### src/core/ssdm_consts.vh
`ifndef SSDM_CONSTS_VH
`define SSDM_CONSTS_VH
// Global configuration word fields
`define SSDM_CFG_W         16
`define SSDM_CFG_SMS_BIT   0
`define SSDM_CFG_DIR_POS   2
`define SSDM_CFG_DIR_NEG   3
`define SSDM_CFG_NOP_POS   10
`define SSDM_CFG_NOP_NEG   11
// Safety operating status codes
`define SSDM_ST_W          3
`define SSDM_ST_NORMAL     3'h0
`define SSDM_ST_STOP1      3'h1
`define SSDM_ST_STOP2      3'h2
`define SSDM_ST_ESTOP      3'h3
`define SSDM_ST_MOTION     3'h4
`define SSDM_ST_STO        3'h5
// Password levels
`define SSDM_PWL_W         2
`define SSDM_PWL_NONE      2'h0
`define SSDM_PWL_SAFETY    2'h1
`endif

### src/core/ssdm_channel.v
`timescale 1ns/100ps
// One supervision channel; both channels are identical instances
module ssdm_channel #(
  parameter VW = 32
) (
  // Clock and reset
  input  wire          clk_sys,
  input  wire          sys_rst,
  // Inputs
  input  wire          en_speed,
  input  wire          en_dir,
  input  wire          dir_pos,
  input  wire [VW-1:0] max_speed,
  input  wire [VW-1:0] window,
  input  wire [VW-1:0] vel,
  input  wire [VW-1:0] neg_travel,
  input  wire [VW-1:0] pos_travel,
  // Results
  output reg           speed_viol,
  output reg           dir_viol
);
  wire [VW-1:0] speed_mag;
  assign speed_mag = vel[VW-1] ? (~vel + {{(VW-1){1'b0}}, 1'b1}) : vel;
  always @(posedge clk_sys) begin
    if (sys_rst) begin
      speed_viol <= 1'b0;
      dir_viol   <= 1'b0;
    end else begin
      speed_viol <= en_speed && (speed_mag > max_speed);
      // Travel counted in the disabled direction since reference
      dir_viol   <= en_dir && ((dir_pos ? neg_travel : pos_travel) > window);
    end
  end
endmodule

### src/core/ssdm_monitor.v
`timescale 1ns/100ps
`include "ssdm_consts.vh"
// How it works
// - Speed beyond limit raises overspeed, shutdown
// - Speed supervision runs in every status
// - Limit locked after activation without password
// - Wrong-direction travel beyond window trips shutdown
// - Direction supervision self-starts after activation
// - Bits 10/11 limit direction to normal
// - Direction kept until new status reached
// - Bits 2/3 also cover stop modes
module ssdm_monitor #(
  parameter VW = 32
) (
  // Clock and reset
  input  wire                    clk_sys,
  input  wire                    sys_rst,
  // Configuration
  input  wire [`SSDM_CFG_W-1:0]  cfg_word,
  input  wire                    safety_active,
  input  wire                    password_ok,
  input  wire                    limit_wr,
  input  wire [VW-1:0]           limit_wdata,
  input  wire [VW-1:0]           standstill_window,
  // Operating status
  input  wire [`SSDM_ST_W-1:0]   status_req,
  input  wire [`SSDM_ST_W-1:0]   status_reached,
  // Feedback
  input  wire signed [VW-1:0]    act_velocity,
  input  wire signed [VW-1:0]    act_position,
  // Status and shutdown
  output reg  [VW-1:0]           max_speed_limit,
  output reg                     limit_wr_rejected,
  output reg  [`SSDM_PWL_W-1:0]  password_level,
  output reg                     overspeed_error,
  output reg                     wrong_direction_error,
  output reg                     drive_shutdown
);
  // Direction supervision states
  localparam [2:0] DIR_OFF    = 3'b001;
  localparam [2:0] DIR_NORMAL = 3'b010;
  localparam [2:0] DIR_STOP   = 3'b100;

  // Position reference for travel in the disabled direction
  reg              [VW-1:0] ref_pos;
  // Direction supervision state
  reg              [2:0]    dir_state;
  reg              [2:0]    next_dir_state;
  wire                      dir_active;
  // Travel since the reference
  wire             [VW-1:0] delta;
  wire             [VW-1:0] pos_trv;
  wire             [VW-1:0] neg_trv;
  wire                      moving_allowed;
  // Configuration decode
  wire                      dir_cfg_pos;
  wire                      dir_cfg_any;
  wire                      dir_cfg_nop;
  wire                      speed_cfg;
  // Limit write decode
  wire                      limit_unlocked;
  wire                      limit_accept;
  wire                      limit_refuse;
  // Channel results
  wire             [1:0]    sv;
  wire             [1:0]    dv;
  wire                      any_speed_viol;
  wire                      any_dir_viol;

  // Normal-only bits name an allowed direction just like the full-scope bits
  assign dir_cfg_pos = cfg_word[`SSDM_CFG_DIR_POS] | cfg_word[`SSDM_CFG_NOP_POS];
  assign dir_cfg_any = cfg_word[`SSDM_CFG_DIR_POS] | cfg_word[`SSDM_CFG_DIR_NEG];
  assign dir_cfg_nop = cfg_word[`SSDM_CFG_NOP_POS] | cfg_word[`SSDM_CFG_NOP_NEG];
  assign speed_cfg   = cfg_word[`SSDM_CFG_SMS_BIT];

  assign limit_unlocked = !safety_active || password_ok;
  assign limit_accept   = limit_wr && limit_unlocked;
  assign limit_refuse   = limit_wr && !limit_unlocked;

  assign delta   = act_position - ref_pos;
  assign pos_trv = delta[VW-1] ? {VW{1'b0}} : delta;
  assign neg_trv = delta[VW-1] ? (~delta + {{(VW-1){1'b0}}, 1'b1}) : {VW{1'b0}};
  assign moving_allowed = dir_cfg_pos ? !delta[VW-1] : delta[VW-1];

  assign dir_active = (dir_state != DIR_OFF);

  assign any_speed_viol = |sv;
  assign any_dir_viol   = |dv;

  // Follows the reached status, so a pending change keeps the old supervision
  always @* begin
    next_dir_state = DIR_OFF;
    if (safety_active) begin
      case (status_reached)
        `SSDM_ST_NORMAL: begin
          if (dir_cfg_any || dir_cfg_nop)
            next_dir_state = DIR_NORMAL;
        end
        `SSDM_ST_STOP1,
        `SSDM_ST_STOP2,
        `SSDM_ST_ESTOP: begin
          if (dir_cfg_any)
            next_dir_state = DIR_STOP;
        end
        default: begin
          next_dir_state = DIR_OFF;
        end
      endcase
    end
  end

  always @(posedge clk_sys) begin
    if (sys_rst) begin
      dir_state <= DIR_OFF;
    end else begin
      dir_state <= next_dir_state;
    end
  end

  genvar ch;
  generate
    for (ch = 0; ch < 2; ch = ch + 1) begin : g_ch
      ssdm_channel #(.VW(VW)) u_ch (
        .clk_sys    (clk_sys),
        .sys_rst    (sys_rst),
        .en_speed   (speed_cfg),
        .en_dir     (dir_active),
        .dir_pos    (dir_cfg_pos),
        .max_speed  (max_speed_limit),
        .window     (standstill_window),
        .vel        (act_velocity),
        .neg_travel (neg_trv),
        .pos_travel (pos_trv),
        .speed_viol (sv[ch]),
        .dir_viol   (dv[ch])
      );
    end
  endgenerate

  // Limit register; a locked write leaves it untouched
  always @(posedge clk_sys) begin
    if (sys_rst) begin
      max_speed_limit <= {VW{1'b0}};
    end else begin
      if (limit_accept)
        max_speed_limit <= limit_wdata;
    end
  end

  // One-cycle refusal flag per locked write
  always @(posedge clk_sys) begin
    if (sys_rst) begin
      limit_wr_rejected <= 1'b0;
    end else begin
      limit_wr_rejected <= limit_refuse;
    end
  end

  always @(posedge clk_sys) begin
    if (sys_rst) begin
      password_level <= `SSDM_PWL_NONE;
    end else begin
      password_level <= password_ok ? `SSDM_PWL_SAFETY : `SSDM_PWL_NONE;
    end
  end

  // Reference follows position while unsupervised or moving the allowed way
  always @(posedge clk_sys) begin
    if (sys_rst) begin
      ref_pos <= {VW{1'b0}};
    end else begin
      if (!dir_active || moving_allowed)
        ref_pos <= act_position;
    end
  end

  // Fatal errors latch until reset; no clear path on purpose
  always @(posedge clk_sys) begin
    if (sys_rst) begin
      overspeed_error <= 1'b0;
    end else begin
      if (any_speed_viol)
        overspeed_error <= 1'b1;
    end
  end

  always @(posedge clk_sys) begin
    if (sys_rst) begin
      wrong_direction_error <= 1'b0;
    end else begin
      if (any_dir_viol)
        wrong_direction_error <= 1'b1;
    end
  end

  // Either channel alone shuts the drive down
  always @(posedge clk_sys) begin
    if (sys_rst) begin
      drive_shutdown <= 1'b0;
    end else begin
      if (any_speed_viol || any_dir_viol)
        drive_shutdown <= 1'b1;
    end
  end
endmodule

### config.mk
export PLATFORM = sky130hd
export DESIGN_NAME = ssdm_monitor
export DESIGN_NICKNAME = d
export VERILOG_FILES = /design/src/core/ssdm_channel.v /design/src/core/ssdm_monitor.v
export VERILOG_INCLUDE_DIRS = /design/src /design/src/core
export SDC_FILE = /design/constraint.sdc
export NUM_CORES = 1
export LEC_CHECK = 0
export ABC_AREA = 1
export BUFFER_PORTS_ARGS = -buffer_cell sky130_fd_sc_hd__buf_2
export CAP_MARGIN = 5
export CORE_UTILIZATION = 50
export DETAILED_ROUTE_END_ITERATION = 6
export GPL_ROUTABILITY_DRIVEN = 0
export PLACE_DENSITY = 0.83
export SLEW_MARGIN = 20
export SYNTH_ARGS = -nofsm -noshare
export SYNTH_HDL_FRONTEND = slang
export SYNTH_SLANG_ARGS = --single-unit
export TNS_END_PERCENT = 10
### constraint.sdc
create_clock -name clk_sys -period 5.9 [get_ports clk_sys]
set_clock_uncertainty 0.2 [all_clocks]
set_input_delay 0.885 -clock clk_sys [delete_from_list [all_inputs] [get_ports clk_sys]]
set_output_delay 0.885 -clock clk_sys [all_outputs]
set_load 0.01 [all_outputs]
==> qor.yml <==
clocking:
  postCtsHoldBufs: 0
  bufs_on_longest_clock_path: 2
  count_of_cells_resized_by_post_cts_repair: 0
  cts_root_buf: "sky130_fd_sc_hd__clkbuf_16"
  clock_tree_from_tritoncts: "built"
  clk_transition_reported_paths_ps: 60
  worstSkewPairLatency_ps: 340
  number_of_buffers_inserted_during_clock_tree_synthesis: 9
  cts_num_sinks: 74
  cts.repair_timing.setup_buffer_count: 0
  htree_num_levels: 3
setup_path:
  critical_path.top_delay_family: "simple AND/OR/NAND/NOR gates"
  critPathMaxStageDelay_ps: 380
  worst_path_most_repeated_cell: "sky130_fd_sc_hd__nand2_1"
  worst-path-buf-inv: 5
  critPathSlowestCell: "sky130_fd_sc_hd__ha_1"
  largest_fanout_on_the_critical_path: 22
  worst_ep_required_time_ps: 5910
  setup.worst_path.class: "primary input to flip-flop"
  worstPathArrival_ps: 4990
  crit_path_capture_type: "flip-flop"
  critical_path.startpoint_type: "primary input"
routing:
  drtPass1Iterations: 6
  routed_wire_length_per_instance_um: 12.0
  first_iter_violations: 430
  route.vias.total: 9428
  residual_drc: 0
  antenna_left: 0
  detail_route.vias_per_cell: 5.06
  detail_route.wirelength_um: 22300
min_path:
  holdCritPathClass: "flip-flop to flip-flop"
die:
  design.portCount: 193
  dieHeight_um: 133
  die_w_um: 133
  die-area_mm2: 0.0178
  start_util: 0.517
  rows: 47
  placeableCoreArea_mm2: 0.0167
logic_synthesis:
  synth_top_area_share: 0.179
  yosys_warnings: 0
  synthCells: 1481
  synth_seq_area_share: 0.172
  synthDominantAreaCellType: "sky130_fd_sc_hd__nand2_1"
  syn_nets: 1734
  post-synth-top-count-cell: "sky130_fd_sc_hd__nand2_1"
  syn_avg_cell_area_um2: 5.83
  netlist_top_cells_count: "sky130_fd_sc_hd__nand2_1 (412), sky130_fd_sc_hd__inv_1 (283), sky130_fd_sc_hd__nor2_1 (139), sky130_fd_sc_hd__a21oi_1 (125), sky130_fd_sc_hd__nand3_1 (101)"
  ys_top_cells_by_area: "sky130_fd_sc_hd__nand2_1 (18%), sky130_fd_sc_hd__dfxtp_1 (17%), sky130_fd_sc_hd__ha_1 (14%)"
  synthDistinctLibCells: 45
  mapped_cell_area_mm2: 0.00863
  synth_enable_flop_cells: 0
  synth_seq_cells: 74
  synth_async_sr_flop_share: 0
  yosys_most_used_dff: "sky130_fd_sc_hd__dfxtp_1"
timing:
  post-route-worst-setup-slack_ps: 915
  final_min_period_over_clock_period: 0.845
  whs_ps: 273
  period_minus_slack_ps: 4980
  final-max-slew-violation-count: 0
  setup_tns_ps: 0
  worstMarginPinSlew_ps: 898
  max_freq_mhz: 201
  worst_slew_margin_rel: 0.401
  finalHoldViolations: 0
  number_of_failing_setup_endpoints_in_the_final_timing_report: 0
  grt_setup_unrepaired: "no"
cells_and_area:
  postLayoutCellArea_mm2: 0.00992
  drive_above_1_share: 0.140
  layout.core_utilization: 0.594
  layout.nets: 1891
  flow.area_growth_from_synthesis_pct: 14.9
global_route:
  grt_pass1_wl_um: 37100
  global_route.usage.total: 0.253
  via_count_of_the_first_global_routing_pass: 8601
  antenna_found_initial: 1
  grt_max_degree: 64
  grt.overflow.total: 0
pwr:
  clkPwrFrac: 0.265
  powerDensity_mw_per_mm2: 210
  combinational_group_share_of_total_power: 0.470
  power_spent_charging_and_discharging_nets_mw: 0.858
  p_leak_nw: 5.68
  power.share.switching: 0.411
  sequentialPowerShare: 0.266
  power.ir.vdd_worst_uv: 156
  power.internal_mw: 1.23
run:
  maxCapViolations: 0
placed_design:
  place_worst_setup_slack_ps: 666
  port_buffers: 177
  placed_area_mm2: 0.00961
  hpwlAfterDp_um: 18800
outcome:
  run_status: "completed"
==> routing by layer <==
metal	wire length [um]	GRT usage
met5	0	0
met4	889	0.128
met1	9870	0.295
met2	10200	0.443
met3	1280	0.0426
==> final timing paths <==
check	start	endpoint	slack [ps]	cells after the start
max	act_position[17]	g_ch[1].u_ch.dir_viol	920	29
min	g_ch[1].u_ch.speed_viol	drive_shutdown	270	2
max reg2reg	ref_pos[19]	g_ch[1].u_ch.dir_viol	1230	28
min reg2reg	g_ch[1].u_ch.speed_viol	drive_shutdown	270	2
==> power by group through the flow <==
stage                     clock network (mW)  registers, mW  logic, mW
after floorplan                            0          0.573      0.737
after global placement                     0          0.564      0.944
after detailed placement                   0          0.565      0.975
after CTS                              0.564          0.554      0.979
after global routing                   0.589          0.559       1.13
final                                  0.552          0.554      0.980
==> metrics by stage <==
stage,instances,total power [mW]
floorplan,1481,1.31
global route,1864,2.28
CTS,1863,2.10
detailed placement,1847,1.54
finish,1864,2.09
global placement,1847,1.51
==> state kept, by name (all words and copies together), names as in the netlist <==
register,cells
wrong_direction_error,1
drive_shutdown,1
g_ch.u_ch.dir_viol,1
max_speed_limit,32
g_ch.u_ch.speed_viol,1
ref_pos,32
dir_state,3
password_level,1
overspeed_error,1
limit_wr_rejected,1
==> layout by cell type, fill, tap and decap left out, drive strengths merged, types with 6 or more instances in the layout <==
cell type	netlist	final
a21oi	125	125
buf	16	179
clkbuf	17	9
clkinv	2	6
dfxtp	74	74
ha	97	97
inv	286	287
nand2	425	425
nand3	105	105
nand4	33	33
nor2	148	148
nor3	16	16
o21ai	53	53
xnor2	8	8
xor2	43	43
==> cell families (layout without fill, tap and decap cells) <==
| logic type | after synthesis | after routing | share of synthesized area |
|---|---|---|---|
| adders and majority gates | 98 | 98 | 0.143 |
| and+or+nand+nor | 741 | 741 | 0.366 |
| DFF | 74 | 74 | 0.172 |
| buffers and inverters | 321 | 483 | 0.148 |
| xor gates and xnor gates | 51 | 51 | 0.0517 |
| AOI/OAI and AO/OA | 195 | 195 | 0.119 |
| other | 1 | 2 | 0.000434 |
==> layout make-up <==
type | count | area [um2]
well taps | 220 | 275
fillers | 1690 | 6780
clock inverters | 7 | 77.6
repair buffers | 179 | 901
inverters | 288 | 1080
diodes | 1 | 2.50
clock buffers | 9 | 225
flip-flops and latches | 74 | 1480
multi-input cells | 1086 | 5870
==> worst register-to-register path, delay by kind of cell (launching register included) <==
kind | cells | cell delay (ps)
AND/OR/NAND/NOR | 17 | 2080
buffers and inverters | 4 | 660
adder cells (fa/ha/maj) | 2 | 700
AO/OA/AOI/OAI | 5 | 590
flip-flops | 1 | 340
(Power assumes the default switching activity.)
